[src/inc/fat_pkg.sv]
// package for the fault action and input trigger configuration block
package fat_pkg;
  localparam logic [7:0] ADDR_SEVERE_GROUP = 8'h44;
  localparam logic [7:0] ADDR_MODERATE = 8'h45;
  localparam logic [7:0] ADDR_GATE_LOW = 8'h46;
  localparam logic [7:0] ADDR_GATE_MID = 8'h47;
  localparam logic [7:0] ADDR_GATE_HIGH = 8'h48;
  localparam logic [7:0] RESET_VALUE = 8'h00;
  localparam int SEVERE_POS = 6;
  localparam int MISC_POS = 4;
  localparam int PROC_POS = 2;
  localparam int CTRL_POS = 0;
  localparam int MODERATE_POS = 0;
  localparam logic [7:0] MODERATE_USED = 8'h03;
  localparam logic [7:0] GATE_HIGH_USED = 8'h0F;
  localparam int NUM_INPUTS = 8;
  localparam int NUM_RAILS = 4;
  localparam int NUM_GROUPS = 3;
  localparam int NVM_LOAD_CYCLES = 1;

  typedef enum logic [1:0] {
    REACT_IMMEDIATE_OFF,
    REACT_ORDERLY_OFF,
    REACT_CTRL_POWER_ERR,
    REACT_PROC_POWER_ERR
  } fat_reaction_type;

  typedef enum logic [1:0] {
    GROUP_NONE,
    GROUP_CONTROLLER,
    GROUP_PROCESSOR,
    GROUP_MISC
  } fat_group_type;

  typedef enum logic [1:0] {
    ST_LOAD,
    ST_RUN
  } fat_phase_type;

  typedef struct packed {
    logic [7:0] severe_and_group_fault_action;
    logic [7:0] moderate_fault_action;
    logic [7:0] input_trigger_gate_low;
    logic [7:0] input_trigger_gate_mid;
    logic [7:0] input_trigger_gate_high;
  } fat_regs_type;

  typedef struct packed {
    logic wr_en;
    logic rd_en;
    logic [7:0] addr;
    logic [7:0] wdata;
  } fat_access_type;

  typedef struct packed {
    logic severe;
    logic moderate;
    logic [NUM_RAILS-1:0] rail_fault;
  } fat_fault_type;

  typedef struct packed {
    logic valid;
    fat_reaction_type action;
  } fat_request_type;

  typedef struct packed {
    fat_phase_type phase;
    fat_regs_type regs;
    logic [7:0] rdata;
    logic rvalid;
    logic [NUM_INPUTS-1:0] pin_meta;
    logic [NUM_INPUTS-1:0] pin_sync;
    logic [NUM_INPUTS-1:0] trig;
    fat_request_type request;
  } fat_state_type;
endpackage : fat_pkg

[src/hdl/fat_trigger_config.sv]
// fault reaction selectors and input trigger gating registers
//
// Behaviour
// - severe fault reaction selector sits in bits 7:6 of first selection register
// - misc rail group reaction selector sits in bits 5:4 of first register
// - processor rail group reaction selector sits in bits 3:2 of first register
// - controller rail group reaction selector sits in bits 1:0 of first register
// - moderate fault selector in bits 1:0 of second register, bits 7:2 reserved
// - selector codes: 0 immediate off, 1 orderly off, 2 controller error, 3 processor
// - all selectors and gate bits load from nonvolatile defaults in the first cycle after reset is released
// - per input gate bit: 0 passes the pin trigger, 1 blocks it
// - a blocked input presents its block value bit instead of the pin level
// - inputs 1-4 gate bits at 0,2,4,6, block value at next odd bit
// - inputs 5-8 gate bits at 0,2,4,6 in second gate register, likewise
// - two-bit rail group assignment picks which group reaction a rail fault uses
`timescale 1ns/1ps
module fat_trigger_config
  import fat_pkg::*;
(
  input wire logic core_clk,
  input wire logic reset,
  input wire fat_pkg::fat_regs_type nvm_defaults,
  input wire fat_pkg::fat_access_type access,
  output logic [7:0] read_data,
  output logic read_valid,
  input wire logic [fat_pkg::NUM_INPUTS-1:0] input_pin,
  output logic [fat_pkg::NUM_INPUTS-1:0] input_trigger,
  input wire logic [7:0] rail_group_assign,
  input wire fat_pkg::fat_fault_type fault,
  output fat_pkg::fat_request_type reaction_request,
  output logic [3:0] reaction_active
);
  import fat_pkg::*;

  fat_state_type state;
  fat_state_type next_state;
  fat_reaction_type chosen;
  logic any_fault;
  logic [15:0] gate_pairs;
  logic [NUM_INPUTS-1:0] block_bit;
  logic [NUM_INPUTS-1:0] block_value;
  logic [NUM_RAILS-1:0] rail_hit [NUM_GROUPS];

  assign gate_pairs = {state.regs.input_trigger_gate_mid, state.regs.input_trigger_gate_low};

  // one gate pair per input: even bit blocks, odd bit is the forced value
  genvar gi;
  generate
    for (gi = 0; gi < NUM_INPUTS; gi++)
    begin : g_gate
      assign block_bit[gi] = gate_pairs[2*gi];
      assign block_value[gi] = gate_pairs[2*gi+1];
      gate_each_a: assert property (@(posedge core_clk) disable iff (reset)
        input_trigger[gi] == $past(block_bit[gi] ? block_value[gi] : state.pin_sync[gi]))
        else $error("gated input trigger does not follow pin or block value");
    end
  endgenerate

  // per rail group, which rails are assigned to it
  genvar ri;
  generate
    for (ri = 0; ri < NUM_RAILS; ri++)
    begin : g_rail
      assign rail_hit[0][ri] = fault.rail_fault[ri] &&
        (rail_group_assign[2*ri+1 -: 2] == 2'(GROUP_CONTROLLER));
      assign rail_hit[1][ri] = fault.rail_fault[ri] &&
        (rail_group_assign[2*ri+1 -: 2] == 2'(GROUP_PROCESSOR));
      assign rail_hit[2][ri] = fault.rail_fault[ri] &&
        (rail_group_assign[2*ri+1 -: 2] == 2'(GROUP_MISC));
    end
  endgenerate

  // severity order when several faults coincide: severe, moderate, then groups
  always_comb
  begin
    logic [7:0] sel;
    sel = state.regs.severe_and_group_fault_action;
    chosen = REACT_IMMEDIATE_OFF;
    any_fault = 1'b1;
    if (fault.severe)
      chosen = fat_reaction_type'(sel[SEVERE_POS+1 -: 2]);
    else if (fault.moderate)
      chosen = fat_reaction_type'(state.regs.moderate_fault_action[MODERATE_POS+1 -: 2]);
    else if (|rail_hit[2])
      chosen = fat_reaction_type'(sel[MISC_POS+1 -: 2]);
    else if (|rail_hit[1])
      chosen = fat_reaction_type'(sel[PROC_POS+1 -: 2]);
    else if (|rail_hit[0])
      chosen = fat_reaction_type'(sel[CTRL_POS+1 -: 2]);
    else
      any_fault = 1'b0;
  end

  always_comb
  begin
    next_state = state;
    next_state.rvalid = 1'b0;
    next_state.pin_meta = input_pin;
    next_state.pin_sync = state.pin_meta;
    // gating uses the synchronised pin; meta stage is read only by the sync stage
    next_state.trig = (state.pin_sync & ~block_bit) | (block_value & block_bit);
    next_state.request.valid = 1'b0;
    next_state.request.action = REACT_IMMEDIATE_OFF;
    case (state.phase)
      ST_LOAD:
      begin
        // defaults copied once after reset so the port is never an async reset value
        next_state.regs = nvm_defaults;
        next_state.regs.moderate_fault_action = nvm_defaults.moderate_fault_action &
          MODERATE_USED;
        next_state.regs.input_trigger_gate_high = nvm_defaults.input_trigger_gate_high &
          GATE_HIGH_USED;
        next_state.phase = ST_RUN;
      end
      ST_RUN:
      begin
        // selectors sampled in the detection cycle; a write here affects later faults
        if (any_fault)
        begin
          next_state.request.valid = 1'b1;
          next_state.request.action = chosen;
        end
        if (access.wr_en)
        begin
          case (access.addr)
            ADDR_SEVERE_GROUP: next_state.regs.severe_and_group_fault_action = access.wdata;
            ADDR_MODERATE: next_state.regs.moderate_fault_action = access.wdata & MODERATE_USED;
            ADDR_GATE_LOW: next_state.regs.input_trigger_gate_low = access.wdata;
            ADDR_GATE_MID: next_state.regs.input_trigger_gate_mid = access.wdata;
            ADDR_GATE_HIGH:
              next_state.regs.input_trigger_gate_high = access.wdata & GATE_HIGH_USED;
            default: ;
          endcase
        end
        if (access.rd_en)
        begin
          next_state.rvalid = 1'b1;
          case (access.addr)
            ADDR_SEVERE_GROUP: next_state.rdata = state.regs.severe_and_group_fault_action;
            ADDR_MODERATE: next_state.rdata = state.regs.moderate_fault_action;
            ADDR_GATE_LOW: next_state.rdata = state.regs.input_trigger_gate_low;
            ADDR_GATE_MID: next_state.rdata = state.regs.input_trigger_gate_mid;
            ADDR_GATE_HIGH: next_state.rdata = state.regs.input_trigger_gate_high;
            default: next_state.rdata = 8'h00;
          endcase
        end
      end
      default: next_state.phase = ST_LOAD;
    endcase
  end

  always_ff @(posedge core_clk)
  begin
    if (reset)
    begin
      state.phase <= ST_LOAD;
      state.regs <= '{RESET_VALUE, RESET_VALUE, RESET_VALUE, RESET_VALUE, RESET_VALUE};
      state.rdata <= 8'h00;
      state.rvalid <= 1'b0;
      state.pin_meta <= 8'h00;
      state.pin_sync <= 8'h00;
      state.trig <= 8'h00;
      state.request <= '{1'b0, REACT_IMMEDIATE_OFF};
    end
    else
      state <= next_state;
  end

  assign read_data = state.rdata;
  assign read_valid = state.rvalid;
  assign input_trigger = state.trig;
  assign reaction_request = state.request;
  assign reaction_active = state.request.valid ? (4'h1 << state.request.action) : 4'h0;

  severe_select_a: assert property (@(posedge core_clk) disable iff (reset)
    (state.phase == ST_RUN && fault.severe) |=> reaction_request.valid &&
      reaction_request.action == $past(state.regs.severe_and_group_fault_action[7:6]))
    else $error("severe fault reaction does not follow bits 7:6");

  moderate_select_a: assert property (@(posedge core_clk) disable iff (reset)
    (state.phase == ST_RUN && !fault.severe && fault.moderate) |=>
      reaction_request.action == $past(state.regs.moderate_fault_action[1:0]))
    else $error("moderate fault reaction does not follow bits 1:0");

  moderate_reserved_a: assert property (@(posedge core_clk) disable iff (reset)
    state.regs.moderate_fault_action[7:2] == 6'h00)
    else $error("reserved moderate bits not zero");

  gate_pass_a: assert property (@(posedge core_clk) disable iff (reset)
    (!block_bit[0] && state.pin_sync[0]) |=>
      input_trigger[0] || block_bit[0] != $past(block_bit[0]))
    else $error("unblocked input 1 not passed");

  gate_force_a: assert property (@(posedge core_clk) disable iff (reset)
    (state.regs.input_trigger_gate_mid[6] && $stable(state.regs.input_trigger_gate_mid)) |=>
      input_trigger[7] == $past(state.regs.input_trigger_gate_mid[7]))
    else $error("blocked input 8 not forced to its block value");

  nvm_load_a: assert property (@(posedge core_clk)
    ($past(reset) && !reset) |=>
      state.regs.input_trigger_gate_low == $past(nvm_defaults.input_trigger_gate_low))
    else $error("defaults not loaded after reset");

  no_fault_idle_a: assert property (@(posedge core_clk) disable iff (reset)
    !any_fault |=> !reaction_request.valid)
    else $error("reaction without fault");

  onehot_action_a: assert property (@(posedge core_clk) disable iff (reset)
    reaction_request.valid |-> $onehot(reaction_active))
    else $error("reaction decode not one-hot");

  misc_select_a: assert property (@(posedge core_clk) disable iff (reset)
    (state.phase == ST_RUN && !fault.severe && !fault.moderate && (|rail_hit[2])) |=>
      reaction_request.valid &&
      reaction_request.action == $past(state.regs.severe_and_group_fault_action[5:4]))
    else $error("misc group fault reaction does not follow bits 5:4");

  proc_select_a: assert property (@(posedge core_clk) disable iff (reset)
    (state.phase == ST_RUN && !fault.severe && !fault.moderate && !(|rail_hit[2]) &&
      (|rail_hit[1])) |=> reaction_request.valid &&
      reaction_request.action == $past(state.regs.severe_and_group_fault_action[3:2]))
    else $error("processor group fault reaction does not follow bits 3:2");

  ctrl_select_a: assert property (@(posedge core_clk) disable iff (reset)
    (state.phase == ST_RUN && !fault.severe && !fault.moderate && !(|rail_hit[2]) &&
      !(|rail_hit[1]) && (|rail_hit[0])) |=> reaction_request.valid &&
      reaction_request.action == $past(state.regs.severe_and_group_fault_action[1:0]))
    else $error("controller group fault reaction does not follow bits 1:0");

  group_none_a: assert property (@(posedge core_clk) disable iff (reset)
    (state.phase == ST_RUN && !fault.severe && !fault.moderate &&
      rail_group_assign == 8'h00) |=> !reaction_request.valid)
    else $error("rail fault without a group raised a reaction");

  severe_write_a: assert property (@(posedge core_clk) disable iff (reset)
    (state.phase == ST_RUN && access.wr_en && access.addr == ADDR_SEVERE_GROUP) |=>
      state.regs.severe_and_group_fault_action == $past(access.wdata))
    else $error("severe and group selector write lost");

  moderate_write_a: assert property (@(posedge core_clk) disable iff (reset)
    (state.phase == ST_RUN && access.wr_en && access.addr == ADDR_MODERATE) |=>
      state.regs.moderate_fault_action == ($past(access.wdata) & MODERATE_USED))
    else $error("moderate selector write lost");

  gate_low_write_a: assert property (@(posedge core_clk) disable iff (reset)
    (state.phase == ST_RUN && access.wr_en && access.addr == ADDR_GATE_LOW) |=>
      state.regs.input_trigger_gate_low == $past(access.wdata))
    else $error("low gate register write lost");

  gate_mid_write_a: assert property (@(posedge core_clk) disable iff (reset)
    (state.phase == ST_RUN && access.wr_en && access.addr == ADDR_GATE_MID) |=>
      state.regs.input_trigger_gate_mid == $past(access.wdata))
    else $error("mid gate register write lost");

  moderate_read_a: assert property (@(posedge core_clk) disable iff (reset)
    (state.phase == ST_RUN && access.rd_en && access.addr == ADDR_MODERATE) |=>
      read_valid && read_data[7:2] == 6'h00 &&
      read_data == $past(state.regs.moderate_fault_action))
    else $error("moderate selector read back wrong");

  severe_read_a: assert property (@(posedge core_clk) disable iff (reset)
    (state.phase == ST_RUN && access.rd_en && access.addr == ADDR_SEVERE_GROUP) |=>
      read_valid && read_data == $past(state.regs.severe_and_group_fault_action))
    else $error("severe and group selector read back wrong");

  gate_low_read_a: assert property (@(posedge core_clk) disable iff (reset)
    (state.phase == ST_RUN && access.rd_en && access.addr == ADDR_GATE_LOW) |=>
      read_valid && read_data == $past(state.regs.input_trigger_gate_low))
    else $error("low gate register read back wrong");

  gate_mid_read_a: assert property (@(posedge core_clk) disable iff (reset)
    (state.phase == ST_RUN && access.rd_en && access.addr == ADDR_GATE_MID) |=>
      read_valid && read_data == $past(state.regs.input_trigger_gate_mid))
    else $error("mid gate register read back wrong");

  sync_chain_a: assert property (@(posedge core_clk) disable iff (reset)
    state.pin_sync == $past(state.pin_meta))
    else $error("pin synchroniser stage skipped");

  load_phase_a: assert property (@(posedge core_clk) disable iff (reset)
    (state.phase == ST_LOAD) |=> (state.phase == ST_RUN))
    else $error("default load phase did not end");

  moderate_load_a: assert property (@(posedge core_clk)
    ($past(reset) && !reset) |=> state.regs.moderate_fault_action ==
      ($past(nvm_defaults.moderate_fault_action) & MODERATE_USED))
    else $error("moderate selector default not loaded");

  severe_load_a: assert property (@(posedge core_clk)
    ($past(reset) && !reset) |=> state.regs.severe_and_group_fault_action ==
      $past(nvm_defaults.severe_and_group_fault_action))
    else $error("severe and group selector default not loaded");

  gate_high_load_a: assert property (@(posedge core_clk)
    ($past(reset) && !reset) |=> state.regs.input_trigger_gate_high ==
      ($past(nvm_defaults.input_trigger_gate_high) & GATE_HIGH_USED))
    else $error("high gate register default not loaded");

  gate_mid_load_a: assert property (@(posedge core_clk)
    ($past(reset) && !reset) |=> state.regs.input_trigger_gate_mid ==
      $past(nvm_defaults.input_trigger_gate_mid))
    else $error("mid gate register default not loaded");

  active_bit_a: assert property (@(posedge core_clk) disable iff (reset)
    reaction_request.valid |-> reaction_active[reaction_request.action])
    else $error("reaction decode bit does not match the action code");

  active_idle_a: assert property (@(posedge core_clk) disable iff (reset)
    !reaction_request.valid |-> reaction_active == 4'h0)
    else $error("reaction decode active without a request");

  write_hold_a: assert property (@(posedge core_clk) disable iff (reset)
    (state.phase == ST_RUN && !access.wr_en) |=> state.regs == $past(state.regs))
    else $error("selectors changed without a write");
endmodule : fat_trigger_config

[config.mk]
export PLATFORM = sky130hd
export DESIGN_NAME = fat_trigger_config
export DESIGN_NICKNAME = d
export VERILOG_FILES = /design/src/inc/fat_pkg.sv /design/src/hdl/fat_trigger_config.sv
export SDC_FILE = /design/constraint.sdc
export NUM_CORES = 1
export LEC_CHECK = 0
export ABC_AREA = 1
export CAP_MARGIN = 10
export CORE_ASPECT_RATIO = 1.1
export CORE_MARGIN = 4
export CORE_UTILIZATION = 59
export CTS_CLUSTER_SIZE = 25
export DETAILED_ROUTE_END_ITERATION = 10
export DONT_BUFFER_PORTS = 1
export HOLD_SLACK_MARGIN = 0.08
export PLACE_DENSITY = 0.75
export SETUP_SLACK_MARGIN = 0.05
export SYNTH_ARGS = -nofsm -noshare
export SYNTH_HDL_FRONTEND = slang
export SYNTH_SLANG_ARGS = --single-unit
[constraint.sdc]
create_clock -name core_clk -period 1.6 [get_ports core_clk]
set_clock_uncertainty 0.1 [all_clocks]
set_input_delay 0.16 -clock core_clk [delete_from_list [all_inputs] [get_ports core_clk]]
set_output_delay 0.16 -clock core_clk [all_outputs]
set_load 0.01 [all_outputs]
**Yosys cells after proc, flatten, opt, wreduce, memory -nomap -nowiden**

Cells that the tools add are included.

- Flip-flop bits (word level): 78
- Logic and storage cells: 91
- Output and inout port bits: 24

- Equal/unequal tests: 24
- Bitwise gates (word level): 6
- Multiplexer cells: 22
- Reduce and logical (&&, ||, !) cells: 25
- Shifts and indexed selects: 1

Operators with widths:

| cell | count |
|---|---|
| one-hot mux 40 bit (2 select lines) | 1 |
| equality test 8 x 7 -> 1 bit, second input constant | 5 |
| 2-to-1 mux 40 bit | 1 |
| 2-to-1 mux 8 bit | 5 |
| one-hot mux 8 bit (5 select lines) | 1 |
| bitwise AND 8 bit | 2 |
| equality test 2 bit, second input constant | 8 |
| AND reduction 3 bit | 5 |
| logical AND 1 bit | 12 |
| OR reduction 4 bit | 3 |
| equality test 2 x 1 -> 1 bit, second input constant | 5 |
| 2-to-1 mux 2 bit | 5 |
| inequality test 2 x 1 -> 1 bit, second input constant | 5 |
| inverter 8 bit | 1 |
| OR 8 bit | 1 |
| 2-to-1 mux 1 bit | 6 |
| 2-to-1 mux 4 bit | 1 |
| one-hot mux 2 bit (2 select lines) | 1 |
| left shift 1 x 2 -> 4 bit, first input constant | 1 |
| 2-to-1 mux 3 bit | 1 |
| OR reduction 3 bit | 1 |
| zero test 2 bit | 1 |
| inequality test 2 bit, second input constant | 1 |
| inverter 1 bit | 2 |
| 3 further kinds | 3 |

**Logic depth before layout (Yosys ltp)**

Gate-level depths: netlist (run 1).

- Depth after elaboration: 10
- Mapped depth: 9

**Worst setup path after synthesis (run 1)**

No wires, ideal clock.

- Path type: reg-to-reg
- From: register state[76] (netlist bit)
- To: register state[68] (netlist bit)
- Library setup time: 0.080 ns
- Arrival: 1.122 ns
- Data required time: 1.420 ns
- Path slack: 0.299 ns
- Clock period less this slack: 1.301 ns
- Cell stages (with the launch flop): 6
- Cell sequence: dfxtp_1 -> buf_2 -> inv_1 -> clkbuf_1 -> a21oi_1 -> a211oi_2

- Longest elaborated chain between the ends: 3
- Elaborated cells between the ends (all ways): 7
- Classes of those cells: eq/ne: 3; mux: 1; reduce/logical: 3

Ends and longest elaborated chain:

| what | RTL line | text |
|---|---|---|
| start, declared | fat_trigger_config.sv:35 | `fat_state_type state;` |
| start signal, assigned | fat_trigger_config.sv:166 | `state <= next_state;` |
| equality test 2 x 1 -> 1 bit / zero test 2 bit (equally long branches) | fat_trigger_config.sv:104 | `case (state.phase)` |
| inequality test 2 x 1 -> 1 bit (no line) (tied with other cells) | n/a |  |
| AND reduction 3 bit (no line) | n/a |  |

Several ways; a longest one is shown, not always the timed one.
A chain may end at the register's enable or synchronous reset.

**Worst setup path in the final report (run 1)**

- From: register state (netlist bit reaction_request[0])
- To: output port reaction_active[3]

- Longest elaborated chain between the ends: 2

Ends and longest elaborated chain:

| what | RTL line | text |
|---|---|---|
| left shift 1 x 2 -> 4 bit | fat_trigger_config.sv:173 | `assign reaction_active = state.request.valid ? (4'h1 << state.request.action) : 4'h0;` |
| 2-to-1 mux 4 bit | fat_trigger_config.sv:173 |  |
| end, declared | fat_trigger_config.sv:31 | `output logic [3:0] reaction_active` |

No other way between the ends.

==> impl_summary.log, run 1 <==
[metrics] result of the run: finished, final reports clean
[metrics] number of register bits inferred by synthesis: 67
[metrics] worst min path class: input pin to register
[metrics] Final Setup Violations: 0
[metrics] count of fill cells added during filler insertion: 424
[metrics] kind of end point of the critical path: output pin
[metrics] root buffer selected by CTS: sky130_fd_sc_hd__clkbuf_8
[metrics] number of antenna violations at the first check in global routing: 0
[metrics] summed instance area of the synthesized netlist: 0.00324 sq mm
[metrics] drt via density: 5.46
[metrics] number of library cell types mapped by synthesis: 30
[metrics] standard-cell rows: 28
[metrics] FFs w/ async S/R, synth: 0%
[metrics] data required time at the worst endpoint: 1.34 ns
[metrics] part of the total power dissipated in combinational logic: 12.4%
[metrics] total of warnings raised by yosys: 0
[metrics] switching power of the nets: 0.00103 W
[metrics] Net Sw Frac: 29.1%
[metrics] average wire length per cell after detail routing: 15.6 um
[metrics] drt first-iter violations: 193
[metrics] CTS tree: built
[metrics] register area share after synthesis: 41.4%
[metrics] GR met2 Demand/Resource: 49.3%
[metrics] GR Overflow Total: 0
[metrics] proportion of power drawn by the clock network: 36.6%
[metrics] # diodes: 0
[metrics] CP Data Arrival Time: 1.22 ns
[metrics] launch point of the critical path: reaction_request[0]
[metrics] share of Yosys cell area claimed by the top area cell type: 41.4%
[metrics] Global Route met3 Usage: 8.72%
[metrics] Skew-Pair Late Insertion Delay: 0.36 ns
[metrics] Worst Path Class, Setup: register to output pin
[metrics] final antenna-violating net count: 0
[metrics] ranking of synthesized cells by instance count: 88 x sky130_fd_sc_hd__nand2_1, 67 x sky130_fd_sc_hd__dfxtp_1, 59 x sky130_fd_sc_hd__nor2_1
[metrics] most common flop cell mapped by yosys: sky130_fd_sc_hd__dfxtp_1
[metrics] most instantiated library cell after synthesis: sky130_fd_sc_hd__nand2_1
[metrics] I/O pin count: 106
[metrics] Longest Clk Path Bufs: 2
[metrics] # nets final: 581
[metrics] leakage power: 1.61 nW
[metrics] setup repair after global routing missed its margin: false
[metrics] vertical die dimension: 85.7 um
[metrics] area taken by flip-flops and latches: 0.00134 sq mm
[metrics] DR DRC count: 0
[metrics] startpoint of the worst-slack reg-to-reg timing path: state[76]
[metrics] Final Hold Fails: 0
[metrics] slowest cell on the critical path: sky130_fd_sc_hd__dfxtp_1
[metrics] routability cong.: 0.839
[metrics] global router's overall resource usage: 28.2%
[metrics] Int Power: 0.00251 W
[metrics] worst supply voltage drop on vdd: 0.718 mV
[metrics] number of cells produced by synthesis: 464
[metrics] maximum fanout count along the critical path: 4
[metrics] post-detail-place hpwl: 5990 um
[metrics] effective utilization at floorplan: 60.5%
[metrics] total vias in the final route: 3162
[metrics] leading post-synthesis cells by cell area: sky130_fd_sc_hd__dfxtp_1 41%, sky130_fd_sc_hd__nand2_1 10%, sky130_fd_sc_hd__nand3_1 7.6%
[metrics] total die area: 0.00675 sq mm
[metrics] Die Width: 78.7 um
[metrics] power share of the sequential group: 51.1%
[metrics] wire length of the first global-routing pass: 14600 um
[metrics] number of clock buffers inserted by TritonCTS: 9
[metrics] met1 track utilization from global routing: 31.9%
[metrics] number of H-tree levels: 3
[metrics] via count of the first global-routing pass: 3149
[metrics] final total power: 0.00354 W
[metrics] area growth from synthesis to layout: 20.4%
[metrics] most crowded layer after global routing: met2
[metrics] Net Count, Synth: 546
[metrics] pwr/cell area: 908 mW/mm^2
[metrics] cells along the critical path: inv_1, nor3_1
[metrics] pin count of the biggest net entering global routing: 57
[metrics] max incr delay on CP: 0.43 ns
[metrics] number of max-capacitance violations reported: 0
[metrics] DRT Wirelength: 9040 um
[metrics] number of sinks handled by clock tree synthesis: 67
[metrics] number of optimization iterations in the first detailed-route pass: 5
[metrics] Crit path buffers/inverters: 1
[metrics] transition time at the pin with the least slew margin: 0.377 ns
[metrics] crit start category: register
[metrics] Port Buf Inserts: 0
[metrics] Clk pin slew, worst setup/hold paths: 0.08 ns
[metrics] number of max-slew violations in the final report: 0
[metrics] Post-synth EDFFs: 0
[metrics] minimum clock period after layout: 1.48 ns
[metrics] floorplan core area: 0.00536 sq mm
[metrics] cell type group with the largest total delay on the critical path: flip-flops
[metrics] Worst Min Path Start: access[17]
[metrics] Post-Route Setup TNS: 0 ns
[metrics] Final Cycle Share: 92.7%
[metrics] Peak Freq: 674 MHz
[metrics] area of the multi-input gates: 0.00146 sq mm
[metrics] Max transition margin: 74.7%
[metrics] Mapped Avg Cell Area: 6.99 sq um
[metrics] share of final-layout standard cells stronger than drive strength 1: 9.33%
[metrics] library cell with the largest summed area after synthesis: sky130_fd_sc_hd__dfxtp_1
-- registers in the layout, summed over array words and instances, names as in the netlist --
signal            count
state                23
block_bit             8
block_value           8
input_trigger         8
next_state            8
read_data             8
reaction_request      3
read_valid            1
-- logic make-up (layout without fill, tap and decap cells) --
family / after synthesis / in the layout / synth area share, %
compound gates: 81 / 81 / 14.2
buf+inv: 95 / 135 / 13.8
simple gates: 221 / 221 / 30.6
flops: 67 / 67 / 41.4
-- per-stage QoR --
stage,cell area [sq um],hold slack (ns),setup WS (ns),instances,utilization [%]
detailed placement,3200,0.130,0.200,512,59.7
global placement,3200,0.132,0.202,512,59.7
finish,3900,0.0632,0.117,579,72.8
global route,3900,0.0872,0.0573,579,72.8
floorplan,3240,0.167,0.299,464,-
CTS,3900,0.0814,0.117,579,72.7
-- worst register-to-register path, delay by kind of cell, from the launching register on --
kind,cells,cell delay (ns)
flip-flops,1,0.39
buffers and inverters,2,0.39
AO/OA/AOI/OAI,2,0.31
AND/OR/NAND/NOR,1,0.11
-- cells in the final DEF (no fill, tap or decap), drive strengths merged, types with 7 or more instances in the layout --
cell type    instances
a21oi               48
nor2                67
nand3               51
nor3                 7
a31oi               12
o21ai               15
dfxtp               67
nand2               92
clkbuf               9
inv                 61
dlygate4sd3         50
buf                  9
-- layout make-up --
type	instances	share of cell area, %
inverter	60	5.77
clock buffer	9	3.17
timing repair buffer	59	15.5
clock inverter	7	1.35
tap	75	2.40
sequential	67	34.4
multi-input combinational	302	37.4
-- power by group through the flow --
stage / combinational, W / sequential (W) / clock, W
2_1_floorplan: 0.000278 / 0.00182 / 0
3_5_place_dp: 0.000290 / 0.00185 / 0
5_1_grt: 0.000485 / 0.00182 / 0.00137
3_3_place_gp: 0.000283 / 0.00185 / 0
6_report: 0.000438 / 0.00181 / 0.00130
4_1_cts: 0.000423 / 0.00181 / 0.00129
-- final timing paths --
| path | to | slack, ns | cells past startpoint |
|---|---|---|---|
| max reg2reg | state[69] | 0.22 | 5 |
| min reg2reg | state[17] | 0.31 | 2 |
| max | reaction_active[3] | 0.12 | 2 |
| min | block_value[3] | 0.06 | 4 |
-- what timing repair did --
item	CTS	global route
hold endpoints to repair	67	0
buffers inserted	0	0
resized for setup	0	1
setup endpoints to repair	0	8
hold buffers	51	0
-- layer usage --
metal | wire length [um] | up-vias
met4 | 214 | 0
met3 | 851 | 21
li1 | - | 1548
met2 | 4480 | 169
met5 | 0 | -
met1 | 3500 | 1424
Power figures use the tool's default switching activity.
==> inputs of run 2 (changes only) <==
--- a/config.mk
+++ b/config.mk
@@ -14,7 +14,8 @@
 export DETAILED_ROUTE_END_ITERATION = 10
 export DONT_BUFFER_PORTS = 1
 export HOLD_SLACK_MARGIN = 0.08
-export PLACE_DENSITY = 0.75
+export PLACE_DENSITY = 0.84
+export RECOVER_POWER = 50
 export SETUP_SLACK_MARGIN = 0.05
 export SYNTH_ARGS = -nofsm -noshare
 export SYNTH_HDL_FRONTEND = slang
==> run 2 against run 1 <==
Final cell count down 0.17%. Sequential power about the same. Power up 4.5%. Via count up 0.82%. Fmax down 1.0%. Sequential share of layout area about the same. Largest power group unchanged.
==> impl_summary.log, run 2 (synthesis gave the netlist of run 1 again) <==
[metrics] result of the run: finished, final reports clean
[metrics] root buffer selected by CTS: sky130_fd_sc_hd__clkbuf_8
[metrics] post-detail-place hpwl: 5960 um (-0.50%)
[metrics] Int Power: 0.00282 W (+12%)
[metrics] flip-flop count of the largest register after layout: 23 (unchanged)
[metrics] cell mode on critical path: sky130_fd_sc_hd__dlygate4sd3_1
[metrics] Longest Clk Path Bufs: 2 (unchanged)
[metrics] Final Setup Violations: 0 (unchanged)
[metrics] kind of end point of the critical path: register
[metrics] Worst Path Class, Setup: input pin to register
[metrics] floorplan core area: 0.00536 sq mm (unchanged)
[metrics] Port Buf Inserts: 0 (unchanged)
[metrics] transition time at the pin with the least slew margin: 0.393 ns (+0.0160 ns)
[metrics] average wire length per cell after detail routing: 15.2 um (-2.6%)
[metrics] I/O pin count: 106 (unchanged)
[metrics] slowest cell on the critical path: sky130_fd_sc_hd__dlygate4sd3_1
[metrics] leading cell types in the layout, fill and taps excluded: 88 x sky130_fd_sc_hd__nand2_1, 67 x sky130_fd_sc_hd__dfxtp_1, 59 x sky130_fd_sc_hd__nor2_1, 57 x sky130_fd_sc_hd__inv_1, 50 x sky130_fd_sc_hd__dlygate4sd3_1
[metrics] CTS-repair resized insts: 0 (unchanged)
[metrics] number of H-tree levels: 3 (unchanged)
[metrics] part of the total power dissipated in combinational logic: 11.4% (-1.0 points)
[metrics] total vias in the final route: 3188 (+0.82%)
[metrics] DRT Wirelength: 8790 um (-2.7%)
[metrics] DR DRC count: 0 (unchanged)
[metrics] vertical die dimension: 85.7 um (unchanged)
[metrics] most crowded layer after global routing: met2
[metrics] area growth from synthesis to layout: 20.3% (about the same)
[metrics] Worst Min Path Start: access[3]
[metrics] Max transition margin: 73.6% (-1.1 points)
[metrics] register with the most flip-flops: state
[metrics] total die area: 0.00675 sq mm (unchanged)
[metrics] data required time at the worst endpoint: 1.74 ns (+0.40 ns)
[metrics] Die Width: 78.7 um (unchanged)
[metrics] number of max-slew violations in the final report: 0 (unchanged)
[metrics] global router's overall resource usage: 27.8% (-0.42 points)
[metrics] drt first-iter violations: 242 (+25%)
[metrics] GR met2 Demand/Resource: 48.4% (-0.85 points)
[metrics] Peak Freq: 667 MHz (-1.0%)
[metrics] power share of the sequential group: 48.9% (-2.2 points)
[metrics] pwr/cell area: 950 mW/mm^2 (+4.6%)
[metrics] maximum fanout count along the critical path: 55 (+51)
[metrics] worst min path class: input pin to register
[metrics] Net Sw Frac: 23.9% (-5.1 points)
[metrics] CTS tree: built
[metrics] Clk pin slew, worst setup/hold paths: 0.06 ns (-0.02 ns)
[metrics] max incr delay on CP: 0.59 ns (+0.16 ns)
[metrics] worst supply voltage drop on vdd: 0.880 mV (+23%)
[metrics] Post-Route Setup TNS: 0 ns (unchanged)
[metrics] drt via density: 5.52 (+1.0%)
[metrics] proportion of power drawn by the clock network: 39.7% (+3.1 points)
[metrics] most common cell after layout, fill and taps aside: sky130_fd_sc_hd__nand2_1
[metrics] GR Overflow Total: 0 (unchanged)
[metrics] share of final-layout standard cells stronger than drive strength 1: 8.75% (-0.58 points)
[metrics] wire length of the first global-routing pass: 14500 um (-0.23%)
[metrics] CP Data Arrival Time: 1.63 ns (+0.41 ns)
[metrics] cell type group with the largest total delay on the critical path: buffers and inverters
[metrics] effective utilization at floorplan: 60.5% (unchanged)
[metrics] Final Cycle Share: 93.7% (+0.96 points)
[metrics] switching power of the nets: 0.000886 W (-14%)
[metrics] number of max-capacitance violations reported: 0 (unchanged)
[metrics] launch point of the critical path: reset
[metrics] leakage power: 1.63 nW (+0.79%)
[metrics] standard-cell rows: 28 (unchanged)
[metrics] Crit path buffers/inverters: 3 (+2)
[metrics] # diodes: 0 (unchanged)
[metrics] crit start category: input pin
[metrics] via count of the first global-routing pass: 3184 (+1.1%)
[metrics] number of clock buffers inserted by TritonCTS: 9 (unchanged)
[metrics] Final Hold Fails: 0 (unchanged)
[metrics] setup repair after global routing missed its margin: false
[metrics] met1 track utilization from global routing: 29.5% (-2.4 points)
[metrics] number of optimization iterations in the first detailed-route pass: 4 (-1)
[metrics] routability cong.: 0.943 (+12%)
[metrics] cells along the critical path: dlygate4sd3_1, buf_12, nor2_1, dlygate4sd3_1
[metrics] final antenna-violating net count: 0 (unchanged)
[metrics] Global Route met3 Usage: 8.51% (-0.21 points)
[metrics] number of sinks handled by clock tree synthesis: 67 (unchanged)
[metrics] number of antenna violations at the first check in global routing: 0 (unchanged)
[metrics] post-layout util: 72.8% (about the same)
[metrics] minimum clock period after layout: 1.50 ns (+0.0154 ns)
[metrics] # nets final: 581 (unchanged)
[metrics] Skew-Pair Late Insertion Delay: 0.35 ns (about the same)
[metrics] startpoint of the worst-slack reg-to-reg timing path: state[76]
[metrics] pin count of the biggest net entering global routing: 56 (-1.8%)
## run 2: cell types whose count changed in the layout (fill, tap and decap cells not counted), sizes merged
cell | previous run | this run
clkbuf | 9 | 16
clkinv | 5 | 1
buf | 9 | 7
inv | 61 | 59
bufinv | 0 | 1
clkinvlp | 1 | 0
## run 2: final cells by class
cell class | instances | area (sq um)
multi-input combinational | 302 | 1450
clock buffer | 14 | 183
tap | 75 | 93.8
timing repair buffer | 59 | 574
fill | 418 | 1460
inverter | 60 | 225
sequential | 67 | 1340
clock inverter | 1 | 30.0
## run 2: worst paths after layout
check / endpoint / slack [ns] / depth (start not counted)
setup / recovery: next_state[11] / 0.10 / 4
hold / removal: state[39] / 0.10 / 4
setup reg to reg: state[68] / 0.18 / 5
hold reg to reg: state[13] / 0.30 / 2
## run 2: worst min-delay path: stages
cell and delay (ns):
sky130_fd_sc_hd__nand2_1 0.11, sky130_fd_sc_hd__inv_1 0.09, sky130_fd_sc_hd__nand2_1 0.07, sky130_fd_sc_hd__a31oi_1 0.07
## run 2: what timing repair did
action,4_1_cts,5_1_grt
hold buffers,51,0
endpoints found under the hold margin,67,0
buffers inserted,0,0
## run 2: metrics by stage
step	cell area [sq um]	std cells	total power, W	hold slack (ns)	worst slack (ns)
after global placement	3170	512	0.00212	0.133	0.195
after detailed placement	3170	512	0.00213	0.130	0.155
after global routing	3900	578	0.00385	0.118	0.0532
final	3900	578	0.00370	0.104	0.101
after CTS	3910	578	0.00371	0.0924	0.0876
after floorplan	3240	464	0.00210	0.167	0.299
## run 2: metal layers
metal | part of all wire (%) | vias to the layer above | wire length [um]
met1 | 37 | 1446 | 3220
met2 | 48 | 150 | 4250
met5 | 0 | - | 0
met3 | 9.8 | 48 | 862
li1 | - | 1544 | -
met4 | 5.3 | 0 | 465
## run 2: power by group through the flow
| stage | combinational (W) | sequential (W) | clock, W |
|---|---|---|---|
| after floorplan | 0.000278 | 0.00182 | 0 |
| after global placement | 0.000270 | 0.00185 | 0 |
| after detailed placement | 0.000282 | 0.00185 | 0 |
| after CTS | 0.000415 | 0.00181 | 0.00148 |
| after global routing | 0.000472 | 0.00182 | 0.00155 |
| final | 0.000422 | 0.00181 | 0.00147 |
==> inputs of run 3 (changes only) <==
--- a/config.mk
+++ b/config.mk
@@ -7,14 +7,16 @@
 export LEC_CHECK = 0
 export ABC_AREA = 1
 export CAP_MARGIN = 10
+export CELL_PAD_IN_SITES_DETAIL_PLACEMENT = 2
+export CELL_PAD_IN_SITES_GLOBAL_PLACEMENT = 2
 export CORE_ASPECT_RATIO = 1.1
 export CORE_MARGIN = 4
-export CORE_UTILIZATION = 59
+export CORE_UTILIZATION = 33
 export CTS_CLUSTER_SIZE = 25
 export DETAILED_ROUTE_END_ITERATION = 10
 export DONT_BUFFER_PORTS = 1
 export HOLD_SLACK_MARGIN = 0.08
-export PLACE_DENSITY = 0.84
+export PLACE_DENSITY = 0.87
 export RECOVER_POWER = 50
 export SETUP_SLACK_MARGIN = 0.05
 export SYNTH_ARGS = -nofsm -noshare
==> run 3 against run 2 <==
Critical endpoint is now block_value[3]. Die area increased by 70%. Final cell count up 7.1%. Register-to-register slack got worse by 0.14 ns. Routed wire length increased by 61%. Critical path depth grew 2.
==> impl_summary.log, run 3 (synthesis gave the netlist of run 1 again) <==
[metrics] share of final-layout standard cells stronger than drive strength 1: 9.36% (+0.62 points)
[metrics] floorplan core area: 0.00949 sq mm (+77%)
[metrics] Clk pin slew, worst setup/hold paths: 0.08 ns (+0.02 ns)
[metrics] maximum fanout count along the critical path: 13 (-76%)
[metrics] crit start category: register
[metrics] DR DRC count: 0 (unchanged)
[metrics] root buffer selected by CTS: sky130_fd_sc_hd__clkbuf_8
[metrics] flip-flop count of the largest register after layout: 23 (unchanged)
[metrics] Max transition margin: 42.1% (-32 points)
[metrics] global router's overall resource usage: 24.0% (-3.9 points)
[metrics] post-detail-place hpwl: 8320 um (+40%)
[metrics] Final Hold Fails: 0 (unchanged)
[metrics] cell type group with the largest total delay on the critical path: buffers and inverters
[metrics] final cell area excluding filler cells: 0.00392 sq mm (+0.48%)
[metrics] I/O pin count: 106 (unchanged)
[metrics] most common cell after layout, fill and taps aside: sky130_fd_sc_hd__nand2_1
[metrics] routability cong.: 0.824 (-13%)
[metrics] vertical die dimension: 112 um (+31%)
[metrics] Die Width: 103 um (+30%)
[metrics] result of the run: finished, final reports clean
[metrics] slowest cell on the critical path: sky130_fd_sc_hd__dfxtp_1
[metrics] worst min path class: input pin to register
[metrics] total vias in the final route: 3337 (+4.7%)
[metrics] Final WS setup: 0.0391 ns (-0.0621 ns)
[metrics] number of clock buffers inserted by TritonCTS: 9 (unchanged)
[metrics] data required time at the worst endpoint: 1.79 ns (+0.05 ns)
[metrics] Placement Cell Area: 0.00323 sq mm (+1.8%)
[metrics] cell mode on critical path: sky130_fd_sc_hd__nand2_1
[metrics] minimum clock period after layout: 1.56 ns (+0.0621 ns)
[metrics] cells along the critical path: inv_1, buf_4, nand2_1, nand2_1, nand2_1, a21oi_1
[metrics] register with the most flip-flops: state
[metrics] CP Data Arrival Time: 1.75 ns (+0.12 ns)
[metrics] number of max-capacitance violations reported: 0 (unchanged)
[metrics] Final Cycle Share: 97.6% (+3.9 points)
[metrics] number of H-tree levels: 3 (unchanged)
[metrics] GR met2 Demand/Resource: 42.5% (-5.9 points)
[metrics] worst supply voltage drop on vdd: 0.676 mV (-23%)
[metrics] post-layout util: 41.3% (-31 points)
[metrics] Skew-Pair Late Insertion Delay: 0.37 ns (+0.02 ns)
[metrics] post-layout instance count excluding filler cells: 619 (+7.1%)
[metrics] pwr/cell area: 925 mW/mm^2 (-2.5%)
[metrics] transition time at the pin with the least slew margin: 0.869 ns (+0.476 ns)
[metrics] Port Buf Inserts: 0 (unchanged)
[metrics] max incr delay on CP: 0.37 ns (-0.22 ns)
[metrics] post-placement setup slack: 0.0952 ns (-0.0601 ns)
[metrics] Global Route met3 Usage: 5.51% (-3.0 points)
[metrics] Final Setup Violations: 0 (unchanged)
[metrics] drt via density: 5.39 (-2.3%)
[metrics] number of sinks handled by clock tree synthesis: 67 (unchanged)
[metrics] via count of the first global-routing pass: 3699 (+16%)
[metrics] total die area: 0.0115 sq mm (+70%)
[metrics] wire length of the first global-routing pass: 20800 um (+43%)
[metrics] pin count of the biggest net entering global routing: 57 (+1.8%)
[metrics] met1 track utilization from global routing: 26.7% (-2.9 points)
[metrics] Longest Clk Path Bufs: 2 (unchanged)
[metrics] GR Overflow Total: 0 (unchanged)
[metrics] # nets final: 580 (-0.17%)
[metrics] number of antenna violations at the first check in global routing: 0 (unchanged)
[metrics] Worst Path Class, Setup: register to register
[metrics] effective utilization at floorplan: 34.2% (-26 points)
[metrics] number of optimization iterations in the first detailed-route pass: 4 (unchanged)
[metrics] Crit path buffers/inverters: 2 (-1)
[metrics] drt first-iter violations: 206 (-15%)
[metrics] area growth from synthesis to layout: 20.9%
[metrics] average wire length per cell after detail routing: 22.9 um (+51%)
[metrics] setup repair after global routing missed its margin: true
[metrics] Peak Freq: 641 MHz (-4.0%)
[metrics] number of max-slew violations in the final report: 0 (unchanged)
[metrics] DRT Wirelength: 14200 um (+61%)
[metrics] leakage power: 1.60 nW (-1.4%)
[metrics] Cells after DPL: 553 (+8.0%)
[metrics] most crowded layer after global routing: met2
[metrics] count of fill cells added during filler insertion: 1080 (+160%)
[metrics] CTS tree: built
[metrics] kind of end point of the critical path: register
[metrics] # diodes: 0 (unchanged)
[metrics] leading cell types in the layout, fill and taps excluded: 88 x sky130_fd_sc_hd__nand2_1, 67 x sky130_fd_sc_hd__dfxtp_1, 59 x sky130_fd_sc_hd__nor2_1, 56 x sky130_fd_sc_hd__inv_1, 49 x sky130_fd_sc_hd__nand3_1
[metrics] final antenna-violating net count: 0 (unchanged)
[metrics] standard-cell rows: 37 (+32%)
[metrics] Post-Route Setup TNS: 0 ns (unchanged)
run 3: final cells by class:
cell class                      count  area [sq um]  area share [%]
Multi-Input combinational cell    302          1460            37.2
Clock inverter                      4          27.5           0.702
Clock buffer                       11           141            3.61
Tap cell                          117           146            3.73
Inverter                           60           225            5.75
Sequential cell                    67          1340            34.2
Timing Repair Buffer               58           579            14.8
run 3: worst min-delay path: stages:
cell	delay [ns]
sky130_fd_sc_hd__nand2_1	0.13
sky130_fd_sc_hd__inv_1	0.08
sky130_fd_sc_hd__nand2_1	0.07
sky130_fd_sc_hd__a31oi_1	0.07
run 3: worst paths after layout:
| check | startpoint | to | slack (ns) | depth (start not counted) |
|---|---|---|---|---|
| setup / recovery | state[76] | block_value[3] | 0.04 | 6 |
| hold / removal | access[2] | state[70] | 0.09 | 4 |
| setup reg to reg | state[76] | block_value[3] | 0.04 | 6 |
| hold reg to reg | next_state[16] | state[16] | 0.32 | 2 |
run 3: where the power goes:
part	internal [W]	switching, W
Clock	0.000597	0.000724
Sequential	0.00175	0.0000740
Combinational	0.000190	0.000295
run 3: routing by layer:
metal | up-vias | share of wire [%]
met5 | - | 0
met3 | 26 | 5.5
met1 | 1653 | 38
met2 | 115 | 53
li1 | 1543 | -
met4 | 0 | 3.1
run 3: metrics by stage:
stage	power [W]	hold WS, ns
2_1_floorplan	0.00210	0.167
3_3_place_gp	0.00213	0.133
3_5_place_dp	0.00216	0.133
4_1_cts	0.00355	0.0854
5_1_grt	0.00378	0.119
6_report	0.00363	0.0921
run 3: what timing repair did:
| action | in CTS | in global routing |
|---|---|---|
| setup endpoints to repair | 0 | 15 |
| setup buffers | 0 | 0 |
| hold endpoints to repair | 57 | 0 |
| resized for setup | 0 | 4 |
| hold buffers | 49 | 0 |
